[config.mk]
export PLATFORM = sky130hd
export DESIGN_NAME = branch_skip_compare_execution
export DESIGN_NICKNAME = d
export VERILOG_FILES = /design/src/hw/exec_pkg.sv /design/src/hw/branch_skip_compare_execution.sv
export SDC_FILE = /design/constraint.sdc
export NUM_CORES = 1
export LEC_CHECK = 0
export ABC_CLOCK_PERIOD_IN_PS = 7300
export BUFFER_PORTS_ARGS = -buffer_cell sky130_fd_sc_hd__buf_2
export CELL_PAD_IN_SITES_DETAIL_PLACEMENT = 0
export CELL_PAD_IN_SITES_GLOBAL_PLACEMENT = 1
export CORE_ASPECT_RATIO = 0.8
export CORE_MARGIN = 4
export CORE_UTILIZATION = 25
export DETAILED_ROUTE_END_ITERATION = 10
export PLACE_DENSITY_LB_ADDON = 0.12
export SLEW_MARGIN = 20
export SYNTH_ARGS = -nofsm -noshare
export SYNTH_HDL_FRONTEND = slang
export SYNTH_SLANG_ARGS = --single-unit
[constraint.sdc]
create_clock -name clk_in -period 7.3 [get_ports clk_in]
set_input_delay 0.365 -clock clk_in [delete_from_list [all_inputs] [get_ports clk_in]]
set_output_delay 0.365 -clock clk_in [all_outputs]
set_load 0.1 [all_outputs]
[src/hw/exec_pkg.sv]
package exec_pkg;
  localparam int WORD_W = 16;
  localparam int DATA_W = 8;
  localparam int REG_CNT = 32;
  localparam int REG_AW = 5;
  localparam int IO_AW = 5;
  localparam int BIT_AW = 3;
  // status bit positions
  localparam int FLAG_C = 0;
  localparam int FLAG_Z = 1;
  localparam int FLAG_N = 2;
  localparam int FLAG_V = 3;
  localparam int FLAG_S = 4;
  localparam int FLAG_H = 5;
  localparam int FLAG_T = 6;
  localparam int FLAG_I = 7;
  localparam int SIGN_BIT = 7;
  localparam int NIB_W = 4;
  localparam logic [DATA_W-1:0] STATUS_RESET = 8'h00;
  // z pointer halves in the register file
  localparam logic [REG_AW-1:0] Z_LO = 5'h1e;
  localparam logic [REG_AW-1:0] Z_HI = 5'h1f;
  // opcode masks and match values
  localparam logic [WORD_W-1:0] MASK_ONE_REG = 16'hfe0f;
  localparam logic [WORD_W-1:0] INC_VAL = 16'h9403;
  localparam logic [WORD_W-1:0] DEC_VAL = 16'h940a;
  localparam logic [WORD_W-1:0] LSR_VAL = 16'h9406;
  localparam logic [WORD_W-1:0] LDS_VAL = 16'h9000;
  localparam logic [WORD_W-1:0] STS_VAL = 16'h9200;
  localparam logic [WORD_W-1:0] MASK_TWO_REG = 16'hfc00;
  localparam logic [WORD_W-1:0] EQUAL_SKIP_OP_VAL = 16'h1000;
  localparam logic [WORD_W-1:0] CP_VAL = 16'h1400;
  localparam logic [WORD_W-1:0] CPC_VAL = 16'h0400;
  localparam logic [WORD_W-1:0] ADD_VAL = 16'h0c00;
  localparam logic [WORD_W-1:0] AND_VAL = 16'h2000;
  localparam logic [WORD_W-1:0] FLAG_SET_BRANCH_OP_VAL = 16'hf000;
  localparam logic [WORD_W-1:0] FLAG_CLEAR_BRANCH_OP_VAL = 16'hf400;
  localparam logic [WORD_W-1:0] MASK_HI = 16'hf000;
  localparam logic [WORD_W-1:0] REL_JUMP_OP_VAL = 16'hc000;
  localparam logic [WORD_W-1:0] REL_SUBR_CALL_OP_VAL = 16'hd000;
  localparam logic [WORD_W-1:0] CPI_VAL = 16'h3000;
  localparam logic [WORD_W-1:0] MASK_LDI_FF = 16'hff0f;
  localparam logic [WORD_W-1:0] SER_VAL = 16'hef0f;
  localparam logic [WORD_W-1:0] MASK_IO = 16'hff00;
  localparam logic [WORD_W-1:0] CBI_VAL = 16'h9800;
  localparam logic [WORD_W-1:0] IO_BIT_CLEAR_SKIP_OP_VAL = 16'h9900;
  localparam logic [WORD_W-1:0] SBI_VAL = 16'h9a00;
  localparam logic [WORD_W-1:0] IO_BIT_SET_SKIP_OP_VAL = 16'h9b00;
  localparam logic [WORD_W-1:0] MASK_RBIT = 16'hfe08;
  localparam logic [WORD_W-1:0] REG_BIT_CLEAR_SKIP_OP_VAL = 16'hfc00;
  localparam logic [WORD_W-1:0] REG_BIT_SET_SKIP_OP_VAL = 16'hfe00;
  localparam logic [WORD_W-1:0] MASK_LONG = 16'hfe0e;
  localparam logic [WORD_W-1:0] JMP_VAL = 16'h940c;
  localparam logic [WORD_W-1:0] CALL_VAL = 16'h940e;
  localparam logic [WORD_W-1:0] POINTER_JUMP_OP_VAL = 16'h9409;
  localparam logic [WORD_W-1:0] POINTER_SUBR_CALL_OP_VAL = 16'h9509;
  localparam logic [WORD_W-1:0] RET_VAL = 16'h9508;
  localparam logic [WORD_W-1:0] IRQ_BACK_OP_VAL = 16'h9518;
  // byte constants
  localparam logic [DATA_W-1:0] ALL_ONES = 8'hff;
  localparam logic [DATA_W-1:0] ZERO_BYTE = 8'h00;
  localparam logic [DATA_W-1:0] ONE_BYTE = 8'h01;
  localparam logic [DATA_W-1:0] SIGN_MIN = 8'h80;
  localparam logic [DATA_W-1:0] SIGN_MAX = 8'h7f;
  // program counter steps and cycle counts
  localparam int PC_STEP = 1;
  localparam int SKIP_SHORT = 2;
  localparam int SKIP_LONG = 3;
  localparam logic [1:0] HOLD_NONE = 2'h0;
  localparam logic [1:0] HOLD_ONE = 2'h1;
  localparam logic [1:0] HOLD_TWO = 2'h2;
  localparam logic [1:0] HOLD_THREE = 2'h3;

  typedef enum logic [1:0] {st_exec = 2'b01, st_hold = 2'b10} phase_type;

  function automatic logic hit(logic [WORD_W-1:0] w, logic [WORD_W-1:0] m,
                               logic [WORD_W-1:0] v);
    hit = (w & m) == v;
  endfunction
  function automatic logic [REG_AW-1:0] f_rd(logic [WORD_W-1:0] w);
    f_rd = w[8:4];
  endfunction
  function automatic logic [REG_AW-1:0] f_rr(logic [WORD_W-1:0] w);
    f_rr = {w[9], w[3:0]};
  endfunction
  function automatic logic [REG_AW-1:0] f_rd_hi(logic [WORD_W-1:0] w);
    f_rd_hi = {1'b1, w[7:4]};
  endfunction
  function automatic logic [DATA_W-1:0] f_imm(logic [WORD_W-1:0] w);
    f_imm = {w[11:8], w[3:0]};
  endfunction
  function automatic logic [BIT_AW-1:0] f_bit(logic [WORD_W-1:0] w);
    f_bit = w[2:0];
  endfunction
  function automatic logic [IO_AW-1:0] f_io(logic [WORD_W-1:0] w);
    f_io = w[7:3];
  endfunction
  function automatic logic signed [6:0] f_k7(logic [WORD_W-1:0] w);
    f_k7 = w[9:3];
  endfunction
  function automatic logic signed [11:0] f_k12(logic [WORD_W-1:0] w);
    f_k12 = w[11:0];
  endfunction
  // words that carry a second operand word
  function automatic logic two_word(logic [WORD_W-1:0] w);
    two_word = hit(w, MASK_LONG, JMP_VAL) || hit(w, MASK_LONG, CALL_VAL) ||
               hit(w, MASK_ONE_REG, LDS_VAL) || hit(w, MASK_ONE_REG, STS_VAL);
  endfunction
endpackage

[src/hw/branch_skip_compare_execution.sv]
`timescale 1ns/100ps
// Overview of operation
// - increment, decrement, self-and test touch only Z, N, V (and S), one cycle
// - relative jump goes to PC+k+1, pointer jump to Z; two cycles, no flags
// - calls push return address, jump relative or to Z, 3 cycles; returns 4
// - equal-skip skips next word(s) when registers match; no flags
// - compares subtract without storing, update Z,N,V,C,H in one cycle
// - register-bit skips skip when chosen bit is clear or set
// - io-bit skips skip when chosen io bit is clear or set; no flags
// - flag branches jump to PC+k+1 on chosen status bit set or clear
// - equal/unequal follow Z, minus/plus follow N
// - carry-clear and same-higher take on C=0; carry-set and lower on C=1
// - signed greater-equal takes when N xor V is 0; one or two cycles
// - signed less-than takes when N xor V is 1; no flag change
// - half-carry branches follow H
// - transfer-bit branches follow T
// - overflow branches follow V
// - interrupt-state branches follow I
// - io bit set and clear write one bit, two cycles, no flags
// - shifts move bits, fill zero, update Z, C, N, V in one cycle
// - io bit ops reach only io 0x00..0x1f and touch only the addressed bit
module branch_skip_compare_execution #(
  parameter int PC_W = 11,
  parameter int STACK_D = 16
) (
  input wire logic clk_in,
  input wire logic rst_in,
  output logic [PC_W-1:0] prog_addr_out,
  input wire logic [15:0] prog_word_in,
  input wire logic [15:0] prog_next_word_in,
  output logic [4:0] io_rd_addr_out,
  input wire logic [7:0] io_rd_data_in,
  output logic io_wr_en_out,
  output logic [4:0] io_wr_addr_out,
  output logic [7:0] io_wr_data_out,
  output logic [7:0] io_wr_mask_out,
  output logic [7:0] status_out,
  output logic busy_out,
  input wire logic [4:0] rf_peek_addr_in,
  output logic [7:0] rf_peek_data_out
);
  localparam int SP_W = $clog2(STACK_D);

  ////////////////////////////////////////////////////////////////////////////
  // state
  exec_pkg::phase_type phase;
  logic [1:0] hold_cnt;
  logic [PC_W-1:0] pc;
  logic [7:0] status_register;
  logic [7:0] next_status_register;
  logic [7:0] rf [exec_pkg::REG_CNT];
  logic [PC_W-1:0] stk [STACK_D];
  logic [SP_W-1:0] sp;

  ////////////////////////////////////////////////////////////////////////////
  // decode
  wire [15:0] w = prog_word_in;
  wire exec = phase == exec_pkg::st_exec;
  wire is_inc = exec_pkg::hit(w, exec_pkg::MASK_ONE_REG, exec_pkg::INC_VAL);
  wire is_dec = exec_pkg::hit(w, exec_pkg::MASK_ONE_REG, exec_pkg::DEC_VAL);
  wire is_lsr = exec_pkg::hit(w, exec_pkg::MASK_ONE_REG, exec_pkg::LSR_VAL);
  wire same_rr = exec_pkg::f_rd(w) == exec_pkg::f_rr(w);
  // the shift-left and self-test forms are add and and with one register twice
  wire is_lsl = exec_pkg::hit(w, exec_pkg::MASK_TWO_REG, exec_pkg::ADD_VAL) && same_rr;
  wire is_tst = exec_pkg::hit(w, exec_pkg::MASK_TWO_REG, exec_pkg::AND_VAL) && same_rr;
  wire is_ser = exec_pkg::hit(w, exec_pkg::MASK_LDI_FF, exec_pkg::SER_VAL);
  wire is_rel_jump_op = exec_pkg::hit(w, exec_pkg::MASK_HI, exec_pkg::REL_JUMP_OP_VAL);
  wire is_rel_subr_call_op = exec_pkg::hit(w, exec_pkg::MASK_HI, exec_pkg::REL_SUBR_CALL_OP_VAL);
  wire is_pointer_jump_op = w == exec_pkg::POINTER_JUMP_OP_VAL;
  wire is_pointer_subr_call_op = w == exec_pkg::POINTER_SUBR_CALL_OP_VAL;
  wire is_ret = w == exec_pkg::RET_VAL;
  wire is_irq_back_op = w == exec_pkg::IRQ_BACK_OP_VAL;
  wire is_equal_skip_op = exec_pkg::hit(w, exec_pkg::MASK_TWO_REG, exec_pkg::EQUAL_SKIP_OP_VAL);
  wire is_cp = exec_pkg::hit(w, exec_pkg::MASK_TWO_REG, exec_pkg::CP_VAL);
  wire is_cpc = exec_pkg::hit(w, exec_pkg::MASK_TWO_REG, exec_pkg::CPC_VAL);
  wire is_cpi = exec_pkg::hit(w, exec_pkg::MASK_HI, exec_pkg::CPI_VAL);
  wire is_reg_bit_clear_skip_op = exec_pkg::hit(w, exec_pkg::MASK_RBIT, exec_pkg::REG_BIT_CLEAR_SKIP_OP_VAL);
  wire is_reg_bit_set_skip_op = exec_pkg::hit(w, exec_pkg::MASK_RBIT, exec_pkg::REG_BIT_SET_SKIP_OP_VAL);
  wire is_io_bit_clear_skip_op = exec_pkg::hit(w, exec_pkg::MASK_IO, exec_pkg::IO_BIT_CLEAR_SKIP_OP_VAL);
  wire is_io_bit_set_skip_op = exec_pkg::hit(w, exec_pkg::MASK_IO, exec_pkg::IO_BIT_SET_SKIP_OP_VAL);
  wire is_sbi = exec_pkg::hit(w, exec_pkg::MASK_IO, exec_pkg::SBI_VAL);
  wire is_cbi = exec_pkg::hit(w, exec_pkg::MASK_IO, exec_pkg::CBI_VAL);
  wire is_flag_set_branch_op = exec_pkg::hit(w, exec_pkg::MASK_TWO_REG, exec_pkg::FLAG_SET_BRANCH_OP_VAL);
  wire is_flag_clear_branch_op = exec_pkg::hit(w, exec_pkg::MASK_TWO_REG, exec_pkg::FLAG_CLEAR_BRANCH_OP_VAL);
  wire is_call = is_rel_subr_call_op || is_pointer_subr_call_op;
  wire is_back = is_ret || is_irq_back_op;
  wire is_cmp = is_cp || is_cpc || is_cpi;
  wire is_shift = is_lsl || is_lsr;
  wire is_unit = is_inc || is_dec || is_tst || is_shift;

  ////////////////////////////////////////////////////////////////////////////
  // operands; immediate forms reach only the upper sixteen registers
  wire hi_form = is_cpi || is_ser;
  wire [4:0] d_idx = hi_form ? exec_pkg::f_rd_hi(w) : exec_pkg::f_rd(w);
  wire [7:0] opa = rf[d_idx];
  wire [7:0] opb = is_cpi ? exec_pkg::f_imm(w) : rf[exec_pkg::f_rr(w)];
  wire [2:0] bsel = exec_pkg::f_bit(w);
  wire [7:0] bmask = exec_pkg::ONE_BYTE << bsel;
  wire [7:0] zp = rf[exec_pkg::Z_HI];
  wire [PC_W-1:0] z_ptr = PC_W'({zp, rf[exec_pkg::Z_LO]});

  ////////////////////////////////////////////////////////////////////////////
  // compare: subtract, keep only the flags
  wire cin = is_cpc && status_register[exec_pkg::FLAG_C];
  wire [8:0] diff = {1'b0, opa} - {1'b0, opb} - {8'h00, cin};
  wire [4:0] hdiff = {1'b0, opa[3:0]} - {1'b0, opb[3:0]} - {4'h0, cin};
  wire [7:0] cres = diff[7:0];
  wire a7 = opa[exec_pkg::SIGN_BIT];
  wire b7 = opb[exec_pkg::SIGN_BIT];
  wire r7 = cres[exec_pkg::SIGN_BIT];
  wire cmp_v = (a7 && !b7 && !r7) || (!a7 && b7 && r7);
  // with carry the zero flag can only stay or clear, so chains compare wide
  wire cmp_z = (cres == exec_pkg::ZERO_BYTE) && (!is_cpc || status_register[exec_pkg::FLAG_Z]);

  ////////////////////////////////////////////////////////////////////////////
  // one-register unit ops
  wire [7:0] shl = {opa[6:0], 1'b0};
  wire [7:0] shr = {1'b0, opa[7:1]};
  wire [7:0] ures = is_inc ? opa + exec_pkg::ONE_BYTE :
                    is_dec ? opa - exec_pkg::ONE_BYTE :
                    is_lsl ? shl : is_lsr ? shr : opa;
  wire uc = is_lsl ? a7 : opa[0];
  wire un = ures[exec_pkg::SIGN_BIT];
  wire uv = is_inc ? ures == exec_pkg::SIGN_MIN :
            is_dec ? ures == exec_pkg::SIGN_MAX :
            is_shift ? un ^ uc : 1'b0;
  wire rf_we = exec && (is_inc || is_dec || is_shift || is_ser);
  wire [7:0] rf_wd = is_ser ? exec_pkg::ALL_ONES : ures;

  ////////////////////////////////////////////////////////////////////////////
  // branch and skip conditions
  // every named flag branch is the generic form with its status bit fixed
  wire flag_bit = status_register[bsel];
  wire br_taken = (is_flag_set_branch_op && flag_bit) || (is_flag_clear_branch_op && !flag_bit);
  wire io_bit = (io_rd_data_in & bmask) != exec_pkg::ZERO_BYTE;
  wire r_bit = (opa & bmask) != exec_pkg::ZERO_BYTE;
  wire skip_take = (is_equal_skip_op && opa == opb) ||
                   (is_reg_bit_clear_skip_op && !r_bit) || (is_reg_bit_set_skip_op && r_bit) ||
                   (is_io_bit_clear_skip_op && !io_bit) || (is_io_bit_set_skip_op && io_bit);
  wire skip_long = exec_pkg::two_word(prog_next_word_in);

  ////////////////////////////////////////////////////////////////////////////
  // next program counter
  wire [PC_W-1:0] pc_inc = pc + PC_W'(exec_pkg::PC_STEP);
  wire [PC_W-1:0] rel_far = pc_inc + PC_W'(exec_pkg::f_k12(w));
  wire [PC_W-1:0] rel_near = pc_inc + PC_W'(exec_pkg::f_k7(w));
  wire [SP_W-1:0] sp_top = sp - SP_W'(exec_pkg::PC_STEP);
  wire [PC_W-1:0] skip_pc = pc + PC_W'(skip_long ? exec_pkg::SKIP_LONG :
                                                   exec_pkg::SKIP_SHORT);
  wire [PC_W-1:0] next_pc = (is_rel_jump_op || is_rel_subr_call_op) ? rel_far :
                            (is_pointer_jump_op || is_pointer_subr_call_op) ? z_ptr :
                            is_back ? stk[sp_top] :
                            br_taken ? rel_near :
                            skip_take ? skip_pc : pc_inc;

  ////////////////////////////////////////////////////////////////////////////
  // cycles beyond the first, held off in the hold phase
  wire [1:0] next_hold = is_back ? exec_pkg::HOLD_THREE :
                         is_call ? exec_pkg::HOLD_TWO :
                         (is_rel_jump_op || is_pointer_jump_op || is_sbi || is_cbi) ? exec_pkg::HOLD_ONE :
                         br_taken ? exec_pkg::HOLD_ONE :
                         (skip_take && skip_long) ? exec_pkg::HOLD_TWO :
                         skip_take ? exec_pkg::HOLD_ONE : exec_pkg::HOLD_NONE;

  ////////////////////////////////////////////////////////////////////////////
  // flag update
  always_comb begin
    next_status_register = status_register;
    if (is_cmp) begin
      next_status_register[exec_pkg::FLAG_C] = diff[8];
      next_status_register[exec_pkg::FLAG_Z] = cmp_z;
      next_status_register[exec_pkg::FLAG_N] = r7;
      next_status_register[exec_pkg::FLAG_V] = cmp_v;
      next_status_register[exec_pkg::FLAG_S] = r7 ^ cmp_v;
      next_status_register[exec_pkg::FLAG_H] = hdiff[exec_pkg::NIB_W];
    end else if (is_unit) begin
      next_status_register[exec_pkg::FLAG_Z] = ures == exec_pkg::ZERO_BYTE;
      next_status_register[exec_pkg::FLAG_N] = un;
      next_status_register[exec_pkg::FLAG_V] = uv;
      next_status_register[exec_pkg::FLAG_S] = un ^ uv;
      if (is_shift) begin
        next_status_register[exec_pkg::FLAG_C] = uc;
      end
    end else if (is_irq_back_op) begin
      next_status_register[exec_pkg::FLAG_I] = 1'b1;
    end
  end

  ////////////////////////////////////////////////////////////////////////////
  // sequencer: a new word is taken only in the exec phase
  always_ff @(posedge clk_in or posedge rst_in) begin
    if (rst_in) begin
      phase <= exec_pkg::st_exec;
      hold_cnt <= exec_pkg::HOLD_NONE;
      pc <= '0;
      status_register <= exec_pkg::STATUS_RESET;
      sp <= '0;
    end else begin
      unique case (phase)
        exec_pkg::st_exec: begin
          pc <= next_pc;
          status_register <= next_status_register;
          hold_cnt <= next_hold;
          if (next_hold != exec_pkg::HOLD_NONE) begin
            phase <= exec_pkg::st_hold;
          end
          if (is_call) begin
            sp <= sp + SP_W'(exec_pkg::PC_STEP);
          end else if (is_back) begin
            sp <= sp_top;
          end
        end
        exec_pkg::st_hold: begin
          hold_cnt <= hold_cnt - exec_pkg::HOLD_ONE;
          if (hold_cnt == exec_pkg::HOLD_ONE) begin
            phase <= exec_pkg::st_exec;
          end
        end
      endcase
    end
  end

  // stack and register file carry no reset; software fills them first
  always_ff @(posedge clk_in) begin
    if (exec && is_call) begin
      stk[sp] <= pc_inc;
    end
    if (rf_we) begin
      rf[d_idx] <= rf_wd;
    end
  end

  ////////////////////////////////////////////////////////////////////////////
  // io bit write, issued with a mask so flag bits beside it stay untouched
  always_ff @(posedge clk_in or posedge rst_in) begin
    if (rst_in) begin
      io_wr_en_out <= 1'b0;
      io_wr_addr_out <= '0;
      io_wr_data_out <= exec_pkg::ZERO_BYTE;
      io_wr_mask_out <= exec_pkg::ZERO_BYTE;
      rf_peek_data_out <= exec_pkg::ZERO_BYTE;
    end else begin
      io_wr_en_out <= exec && (is_sbi || is_cbi);
      io_wr_addr_out <= exec_pkg::f_io(w);
      io_wr_data_out <= is_sbi ? bmask : exec_pkg::ZERO_BYTE;
      io_wr_mask_out <= bmask;
      rf_peek_data_out <= rf[rf_peek_addr_in];
    end
  end

  assign prog_addr_out = pc;
  assign io_rd_addr_out = exec_pkg::f_io(w);
  assign status_out = status_register;
  assign busy_out = phase == exec_pkg::st_hold;
endmodule

Word level (Yosys, flattened, before mapping)
Memories as Yosys holds them, arrays and structs flattened. A register that Yosys moved wholly into a read port is not among the register bits.
Cells that the tools add are included.
{"block": "word_totals", "mem_count": 2, "wordCells": 179, "ramBits": 432, "out_inout_bits": 55, "reg_bits": 48, "inputBits": 47}
{"name": "rf", "depth": 32, "width": 8, "rd": 5, "rd_ports_with_merged_regs": 1, "write_ports": 1, "line": "branch_skip_compare_execution.sv:51", "rtl": "logic [7:0] rf [exec_pkg::REG_CNT];"}
{"name": "stk", "depth": 16, "width": 11, "rd": 1, "rd_ports_with_merged_regs": 0, "write_ports": 1, "line": "branch_skip_compare_execution.sv:52", "rtl": "logic [PC_W-1:0] stk [STACK_D];"}
{"block": "op_classes", "n_bitwise": 7, "shifts": 1, "muxes": 39, "order_cmp": 1, "n_reduce_logical": 67, "n_eq_ne": 37, "addsub": 13}
{"op": "$eq 16x16->1 const B", "n": 4}
{"op": "$eq 8x8->1 const B", "n": 7}
{"op": "$mux 8", "n": 7}
{"op": "$eq 11x11->1 const B", "n": 5}
{"op": "$mux 11", "n": 5}
{"op": "$logic_or 1x1->1", "n": 27}
{"op": "$add 11x11->11", "n": 2}
{"op": "$eq 10x10->1 const B", "n": 2}
{"op": "$logic_and 1x1->1", "n": 19}
{"op": "$and 8x8->8", "n": 2}
{"op": "$logic_not 8->1", "n": 2}
{"op": "$reduce_bool 8->1", "n": 2}
{"op": "$mux 5", "n": 3}
{"op": "$mux 2", "n": 7}
{"op": "$eq 12x12->1 const B", "n": 1}
{"op": "$eq 6x3->1 const B", "n": 2}
{"op": "$eq 6x6->1 const B", "n": 2}
{"op": "$mux 1", "n": 12}
{"op": "$add 11x1->11 const B", "n": 1}
{"op": "$add 11x2->11", "n": 1}
{"op": "$sub 8x8->9", "n": 1}
{"op": "$sub 9x1->9", "n": 1}
{"op": "$add 8x1->8 const B", "n": 1}
{"op": "$eq 4x4->1 const B", "n": 2}
{"op": "other kinds (28)", "n": 47}

Logic depth before layout (Yosys ltp)
Gate-level depths: netlist of run 1.
An unclocked memory read counts as a cell.
{"block": "depth", "depth_word": 21, "mapped_depth": 23}

Worst setup path after synthesis of run 1
No wires, ideal clock.
{"block": "synth_timing", "path_type": "input-to-reg", "start": "input prog_word_in[0]", "end": "register pc[4], in the netlist prog_addr_out[4]", "cell_stages": 20, "setup_slack_ns": 1.932, "setup_time_ns": 0.076, "arrival_ns": 5.292, "cell_sequence": "buf_2 clkbuf_1 buf_1 buf_2 buf_1 mux4_2 mux4_2 nand2_1 a31oi_1 ha_1 nand4_1 nor2_1 nand2_1 mux2_2 o211a_1 buf_4 a211o_1 and2_1 mux2_1 o21ai_1"}
{"block": "synth_via", "elab_chain_len": 17}
{"item": "start: declaration", "line": "branch_skip_compare_execution.sv:29", "rtl": "input wire logic [15:0] prog_word_in,"}
{"item": "$eq 12x12->1", "line": "exec_pkg.sv:78", "rtl": "hit = (w & m) == v;"}
{"item": "$logic_or 1x1->1", "line": "branch_skip_compare_execution.sv:93", "rtl": "wire hi_form = is_cpi || is_ser;"}
{"item": "$mux 5", "line": "branch_skip_compare_execution.sv:94", "rtl": "wire [4:0] d_idx = hi_form ? exec_pkg::f_rd_hi(w) : exec_pkg::f_rd(w);"}
{"item": "$mem_v2 32x8"}
{"item": "$and 8x8->8", "line": "branch_skip_compare_execution.sv:136", "rtl": "wire r_bit = (opa & bmask) != exec_pkg::ZERO_BYTE;"}
{"item": "$reduce_bool 8->1", "line": "branch_skip_compare_execution.sv:136"}
{"item": "$logic_not 1->1", "line": "branch_skip_compare_execution.sv:138", "rtl": "(is_reg_bit_clear_skip_op && !r_bit) || (is_reg_bit_set_skip_op && r_bit) ||"}
{"item": "$logic_and 1x1->1", "line": "branch_skip_compare_execution.sv:138"}
{"item": "$logic_or 1x1->1", "line": "branch_skip_compare_execution.sv:137", "rtl": "wire skip_take = (is_equal_skip_op && opa == opb) ||"}
{"item": "$logic_or 1x1->1 (2 in a row)", "line": "branch_skip_compare_execution.sv:138"}
{"item": "$logic_or 1x1->1", "line": "branch_skip_compare_execution.sv:139", "rtl": "(is_io_bit_clear_skip_op && !io_bit) || (is_io_bit_set_skip_op && io_bit);"}
{"item": "$mux 11", "line": "branch_skip_compare_execution.sv:154", "rtl": "skip_take ? skip_pc : pc_inc;"}
{"item": "$mux 11", "line": "branch_skip_compare_execution.sv:153", "rtl": "br_taken ? rel_near :"}
{"item": "$mux 11", "line": "branch_skip_compare_execution.sv:152", "rtl": "is_back ? stk[sp_top] :"}
{"item": "$mux 11", "line": "branch_skip_compare_execution.sv:151", "rtl": "(is_pointer_jump_op || is_pointer_subr_call_op) ? z_ptr :"}
{"item": "$mux 11 (*)", "line": "branch_skip_compare_execution.sv:150", "rtl": "wire [PC_W-1:0] next_pc = (is_rel_jump_op || is_rel_subr_call_op) ? rel_far :"}
{"item": "end signal: assignment", "line": "branch_skip_compare_execution.sv:201", "rtl": "pc <= next_pc;"}
{"item": "end: declaration", "line": "branch_skip_compare_execution.sv:48", "rtl": "logic [PC_W-1:0] pc;"}
Mark *: on every way between the ends. The rest lies on a longest branch, timed or not. The select of a mux whose other input is x is not followed.
A chain may end at the register's enable or synchronous reset.

Final worst setup path of run 1
{"block": "layout_timing", "start": "input prog_word_in[0]", "end": "register pc[7], in the netlist prog_addr_out[7]"}
The elaborated chain is that of the path after synthesis.

==> results of run 1 <==
-- worst max-delay path by stage --
stage,startpoint,to,slack [ns],cells after the start
floorplan,prog_word_in[0],prog_addr_out[4],1.93,20
global placement,prog_word_in[0],prog_addr_out[7],1.56,16
detailed placement,prog_word_in[0],prog_addr_out[9],1.57,16
CTS,prog_word_in[0],prog_addr_out[7],2.25,16
global route,prog_word_in[0],prog_addr_out[7],1.81,16
finish,prog_word_in[0],prog_addr_out[7],2.26,16
-- cell type report --
class | count | share of cell area
diodes | 1 | 0.00008115
clock buffers | 75 | 0.04909
clock inverters | 31 | 0.01022
inverters | 58 | 0.007060
multi-input cells | 1058 | 0.3749
flip-flops and latches | 488 | 0.4663
well taps | 1404 | 0.05696
repair buffers | 174 | 0.03538
-- worst reg2reg max path: stages, from the launching register on --
cell      delay, ns
edfxtp_1       0.58
mux4_2         0.56
mux4_2         0.49
mux2i_1        0.48
o21ai_0        0.22
inv_1          0.10
ha_1           0.16
nand4_1        0.10
nor2_1         0.15
nand2_1        0.06
mux2_2         0.30
o211a_1        0.38
and2_1         0.34
a21oi_1        0.39
o41ai_1        0.13
a211oi_1       0.23
-- Yosys cell counts (9+ instances only) --
| cell | instances | area (µm²) |
|---|---|---|
| o21ai_0 | 36 | 180.2 |
| a221oi_1 | 9 | 78.83 |
| nand4_1 | 10 | 62.56 |
| or3_1 | 14 | 87.58 |
| buf_1 | 21 | 78.83 |
| nor3_1 | 34 | 170.2 |
| and2_1 | 15 | 93.84 |
| a31oi_1 | 9 | 56.30 |
| inv_1 | 54 | 202.7 |
| mux2i_1 | 46 | 460.4 |
| xnor2_1 | 30 | 262.8 |
| nor2b_1 | 15 | 93.84 |
| o21bai_1 | 13 | 97.59 |
| edfxtp_1 | 432 | 12970 |
| ha_1 | 47 | 588.1 |
| dfrtp_1 | 55 | 1376 |
| a211oi_1 | 11 | 82.58 |
| mux4_2 | 258 | 5811 |
| mux4_1 | 9 | 236.5 |
| buf_2 | 24 | 120.1 |
| nand2_1 | 81 | 304.0 |
| buf_4 | 12 | 90.09 |
| nand2b_1 | 10 | 62.56 |
| nor2_1 | 105 | 394.1 |
| o22ai_1 | 12 | 75.07 |
| xor2_1 | 21 | 183.9 |
| a22oi_1 | 12 | 90.09 |
| nand3_1 | 32 | 160.2 |
| and3_1 | 12 | 75.07 |
| mux2_2 | 15 | 168.9 |
| clkbuf_1 | 56 | 210.2 |
| a21o_1 | 9 | 67.56 |
| a21oi_1 | 62 | 310.3 |
-- through the flow --
| step | power (µW) | hold slack (ns) | worst slack (ns) |
|---|---|---|---|
| floorplan | 5362 | 0.3964 | 1.932 |
| global placement | 6246 | 0.4386 | 1.559 |
| detailed placement | 6273 | 0.4565 | 1.566 |
| CTS | 9146 | 0.01526 | 2.248 |
| global route | 9467 | 0.05109 | 1.807 |
| finish | 9036 | -0.01553 | 2.264 |
-- cell families (layout without fill, tap and decap cells) --
logic type | Yosys count | count (layout) | synth area share
xor gates and xnor gates | 51 | 51 | 0.01677
DFF | 488 | 488 | 0.5397
adders and majority gates | 51 | 51 | 0.02509
AOI/OAI and AO/OA | 247 | 247 | 0.06361
muxes | 329 | 329 | 0.2511
buffers and inverters | 180 | 338 | 0.03171
and+or+nand+nor | 379 | 379 | 0.07187
other | 1 | 2 | 0.0001408
-- routing by layer --
metal	routed length, µm	global-route usage	vias to the layer above
met5	34	0	-
met4	2055	0.03899	6
met3	5989	0.03510	111
met2	41630	0.2497	598
met1	46880	0.2548	9114
li1	-	-	7250
-- power groups by stage --
stage / clock (µW) / sequential (µW) / combinational, µW
2_1_floorplan: 0 / 3790 / 1570
3_3_place_gp: 0 / 3520 / 2720
3_5_place_dp: 0 / 3530 / 2750
4_1_cts: 2920 / 3470 / 2760
5_1_grt: 3030 / 3490 / 2950
6_report: 2830 / 3470 / 2740
-- registers in the layout (all words and copies together), names as in the netlist --
register          flops
io_wr_mask_out        8
stk                 176
io_wr_data_out        8
phase                 2
rf                  256
rf_peek_data_out      8
io_wr_addr_out        5
prog_addr_out        11
status_out            7
io_wr_en_out          1
hold_cnt              2
sp                    4
==> flow_metrics.env, run 1 <==
export IMPL_core_mm2=0.1052
export IMPL_dieWidth_um=372.9
export IMPL_switchingPower_uw=3177
export IMPL_synthArstFlopShare=0.1148
export IMPL_p_clk_frac=0.313
export IMPL_syn_avg_cell_area_um2=15.43
export IMPL_num_rows=106
export IMPL_p_leak_uw=0.01038
export IMPL_yosys_register_bits=488
export IMPL_worst_hold_slack_ns=-0.01553
export IMPL_synth_flop_cell="edfxtp_1"
export IMPL_cts_tree="done"
export IMPL_reg2reg_slack_ns=2.55
export IMPL_route_antenna_remaining_nets=0
export IMPL_cts_root_buf="clkbuf_16"
export IMPL_synth_edf_count=432
export IMPL_critical_path_top_delay_family="multiplexers"
export IMPL_drc=0
export IMPL_gp_congestion=0.8210
export IMPL_startpoint_type="input pin"
export IMPL_yosysWarnings=0
export IMPL_cp_num_buf_inv=2
export IMPL_routedWlPerCell_um=29.37
export IMPL_cts_setup_buffers=0
export IMPL_wirelength_um=96590
export IMPL_clk_latency_ns=0.65
export IMPL_drtIter0Drc=1726
export IMPL_crit_arrival_ns=5.57
export IMPL_violations="hold timing"
export IMPL_reg2reg_depth=15
export IMPL_drive_gt1_frac=0.3094
export IMPL_multi_input_area_mm2=0.01156
export IMPL_grt_pass1_vias=17261
export IMPL_ctsHoldBuffers=0
export IMPL_synthDistinctLibCells=93
export IMPL_cp_cell_sequence="buf_6, buf_4, mux4_2, mux4_2, nand2_1, a31oi_1, ha_1, nand4_1, nor2_1, nand2_1, mux2_2, o211a_1, and2_1, a21oi_1, o41ai_1, a211oi_1"
export IMPL_ir_drop_mv=0.1865
export IMPL_cts_path_max_buffers=3
export IMPL_netlist_area_mm2=0.02663
export IMPL_seq_area_mm2=0.01438
export IMPL_finish_utilization=0.2932
export IMPL_fin_skew_ns=0.03662
export IMPL_clock_sinks=488
export IMPL_mostFrequentLayoutCells="432 x edfxtp_1, 258 x mux4_2, 101 x nor2_1"
export IMPL_final_common_cell="edfxtp_1"
export IMPL_p_sw_frac=0.3516
export IMPL_dp_hpwl_um=66810
export IMPL_fin_area_mm2=0.03084
export IMPL_placedCellCount=3182
export IMPL_die_y_um=299.9
export IMPL_cpPeakStageDelay_ns=0.75
export IMPL_finalSetupViolations=0
export IMPL_cts_buffers_inserted=57
export IMPL_overflow=0
export IMPL_cts_clk_slew_worst_paths_ns=0.07
export IMPL_nets=1935
export IMPL_num_vias=17079
export IMPL_r2r_end="prog_addr_out[7]"
export IMPL_start_util=0.2532
export IMPL_drv_cap=0
export IMPL_finalMaxSlewViolations=0
export IMPL_grt_pass1_wl_um=136100
export IMPL_status="finished, violations left"
export IMPL_placed_area_mm2=0.02898
export IMPL_avgViaCountPerCell=5.193
export IMPL_fin_crit_ns=5.036
export IMPL_cp_end_kind="flip-flop"
export IMPL_ys_seq_area_frac=0.5397
export IMPL_comb_power_share=0.303
export IMPL_dieArea_mm2=0.1119
export IMPL_firstDrtPassIters=7
export IMPL_antenna_found_initial=5
export IMPL_netlist_instances=1726
export IMPL_fin_crit_sh=0.6898
export IMPL_hp_class="input pin to async pin"
export IMPL_intPower_uw=5859
export IMPL_port_buffers=95
export IMPL_cp_max_fo=38
export IMPL_critPathRequiredTime_ns=7.83
export IMPL_grt_max_degree=57
export IMPL_slew_headroom=0.2555
export IMPL_io_pins=102
export IMPL_critPathKind="input pin to flip-flop"
export IMPL_power_density_mw_per_mm2=293.0
export IMPL_pwr_share_seq=0.384
export IMPL_grt_setup_unrepaired="false"
export IMPL_stdcell_count=3289
export IMPL_clock_fmax_mhz=198.6
export IMPL_fin_setup_tns_ns=0
export IMPL_reg2reg_from="rf[30][7]"
export IMPL_tightest_slew_ns=1.111
export IMPL_cts_resized_gates=0
export IMPL_htree_levels=2
export IMPL_final_hold_violation_count=3
export IMPL_syn_nets=1824
export IMPL_crit_slowest_cell="buf_4"
export IMPL_syn2layout_area_growth_pct=15.78
export IMPL_fillers=10498
export IMPL_grt_use_total=0.1694
Power figures use the tool's default switching activity.
==> run 2: changes to the inputs <==
Settings changed: ABC_CLOCK_PERIOD_IN_PS 7300 to 4200.
Clock period 7.3 ns to 4.2 ns, I/O delays scaled along.
==> run 2 against run 1 <==
The flow now finishes without violations. Worst setup slack worse by 2.1 ns. Wire length up 4.5%. Total power rose by 80%. Non-clock buffer count increased by 201. Global-route usage up 0.78 points. Final area grew 6.2%. Core utilization is 1.8 points higher. Combinational power rose by 89%. Critical path type is now flip-flop to flip-flop. Largest cell class unchanged. Largest power group unchanged.
==> flow_metrics.env, run 2 (same netlist as run 1, synthesis figures left out) <==
export IMPL_power_density_mw_per_mm2=495.6
export IMPL_htree_levels=2
export IMPL_fin_crit_ns=4.013
export IMPL_gp_congestion=0.9010
export IMPL_io_pins=102
export IMPL_comb_power_share=0.318
export IMPL_syn2layout_area_growth_pct=22.97
export IMPL_wirelength_um=100900
export IMPL_cpPeakStageDelay_ns=0.57
export IMPL_cts_tree="done"
export IMPL_drive_gt1_frac=0.3817
export IMPL_avgViaCountPerCell=5.128
export IMPL_route_antenna_remaining_nets=0
export IMPL_finalSetupViolations=0
export IMPL_firstDrtPassIters=5
export IMPL_nets=2136
export IMPL_grt_max_degree=49
export IMPL_tightest_slew_ns=0.8716
export IMPL_finalMaxSlewViolations=0
export IMPL_drc=0
export IMPL_crit_arrival_ns=4.57
export IMPL_start_util=0.2532
export IMPL_drtIter0Drc=1764
export IMPL_intPower_uw=10540
export IMPL_overflow=0
export IMPL_fillers=10316
export IMPL_p_leak_uw=0.01152
export IMPL_cp_num_buf_inv=1
export IMPL_p_sw_frac=0.3504
export IMPL_status="finished clean"
export IMPL_n_antenna_cell=0
export IMPL_routedWlPerCell_um=28.94
export IMPL_cts_path_max_buffers=3
export IMPL_p_clk_frac=0.312
export IMPL_grt_pass1_wl_um=142900
export IMPL_mostFrequentLayoutCells="432 x edfxtp_1, 258 x mux4_2, 256 x buf_4"
export IMPL_final_hold_violation_count=0
export IMPL_cts_buffers_inserted=57
export IMPL_dp_hpwl_um=73680
export IMPL_cp_max_fo=6
export IMPL_grt_use_total=0.1772
export IMPL_fin_crit_sh=0.9555
export IMPL_critPathKind="flip-flop to flip-flop"
export IMPL_cp_cell_sequence="mux4_2, mux4_2, mux2i_2, o21ai_0, inv_1, ha_1, nand4_1, nor2_2, nand2_1, mux2_2, o211a_2, a211o_1, and2_1, mux2_1, o21ai_2"
export IMPL_num_vias=17882
export IMPL_fin_skew_ns=0.04917
export IMPL_cpMostUsedCell="mux4_2"
export IMPL_final_common_cell="edfxtp_1"
export IMPL_antenna_found_initial=7
export IMPL_crit_slowest_cell="mux4_2"
export IMPL_hp_class="input pin to flip-flop"
export IMPL_critical_path_top_delay_family="multiplexers"
export IMPL_placed_area_mm2=0.03077
export IMPL_ir_drop_mv=0.3043
export IMPL_dieWidth_um=372.9
export IMPL_die_y_um=299.9
export IMPL_switchingPower_uw=5688
export IMPL_slew_headroom=0.4190
export IMPL_cts_root_buf="clkbuf_16"
export IMPL_clock_sinks=488
export IMPL_finish_utilization=0.3114
export IMPL_drv_cap=0
export IMPL_core_mm2=0.1052
export IMPL_pwr_share_seq=0.370
export IMPL_port_buffers=95
export IMPL_grt_pass1_vias=17703
export IMPL_dieArea_mm2=0.1119
export IMPL_grt_setup_unrepaired="true"
export IMPL_clk_latency_ns=0.66
export IMPL_critPathRequiredTime_ns=4.75
export IMPL_cts_clk_slew_worst_paths_ns=0.07
export IMPL_largest_reg_flops=256
export IMPL_fin_area_mm2=0.03275
export IMPL_cp_end_kind="flip-flop"
export IMPL_clock_fmax_mhz=249.2
export IMPL_num_rows=106
export IMPL_startpoint_type="flip-flop"
export IMPL_top_register="rf"
==> run 2: changes by cell type in the layout (fill, tap and decap cells not counted), moves of 3 or more <==
cell / change
buf_4: +173
a21oi_2: +3
nor2_1: +3
clkbuf_1: -8
buf_12: +27
a21oi_1: -3
nor3_2: +4
nor3_4: -4
clkinvlp_4: +3
nor2_2: -3
==> run 2: worst paths after layout <==
check,start,end,slack (ns),depth (start not counted)
max in group asynchronous,rst_in,rf_peek_data_out[7],3.10,4
hold / removal,prog_word_in[6],io_wr_addr_out[3],0.06,2
hold reg to reg,hold_cnt[0],hold_cnt[0],0.46,1
setup reg to reg,rf[31][7],prog_addr_out[4],0.19,15
setup / recovery,rf[31][7],prog_addr_out[4],0.19,15
min in group asynchronous,rst_in,status_out[7],0.12,3
==> run 2: area by class of cell <==
class                           count  area (µm²)  share of cell area
Sequential cell                   488       14380              0.4390
Clock buffer                       68        1520             0.04642
Clock inverter                     36       389.1             0.01188
Inverter                           58       219.0            0.006686
Multi-Input combinational cell   1058       11550              0.3526
Tap cell                         1404        1757             0.05364
Timing Repair Buffer              375        2940             0.08978
==> run 2: power groups by stage <==
stage          sequential [µW]  combinational (µW)  clock [µW]
3_5_place_dp              6100                5160           0
2_1_floorplan             6590                2750           0
6_report                  6000                5170        5060
3_3_place_gp              6100                5150           0
4_1_cts                   6000                5170        5210
5_1_grt                   6020                5560        5430
==> run 2: layer usage <==
layer / up-vias / routed length (µm) / GRT usage
met5: - / 0 / 0
li1: 7659 / - / -
met3: 95 / 5398 / 0.02566
met4: 0 / 1913 / 0.03602
met2: 599 / 41930 / 0.2507
met1: 9529 / 51660 / 0.2845
==> run 2: metrics by stage <==
step	worst slack, ns	TNS (ns)	total power (µW)	hold slack (ns)	instances
2_1_floorplan	-0.007098	-0.007098	9334	0.2414	1726
3_3_place_gp	-0.2268	-3.774	11250	0.2452	3379
3_5_place_dp	-0.2839	-4.936	11260	0.2507	3379
4_1_cts	0.02142	0	16390	0.03541	3484
5_1_grt	-0.002575	-0.002575	17020	0.04656	3487
6_report	0.1869	0	16230	0.06497	3487
==> run 2: what timing repair did <==
item / CTS / global route
buffers inserted: 0 / 3
gates resized for setup: 0 / 15
endpoints found under the setup margin: 0 / 10
hold buffers: 1 / 0
endpoints found under the hold margin: 19 / 0
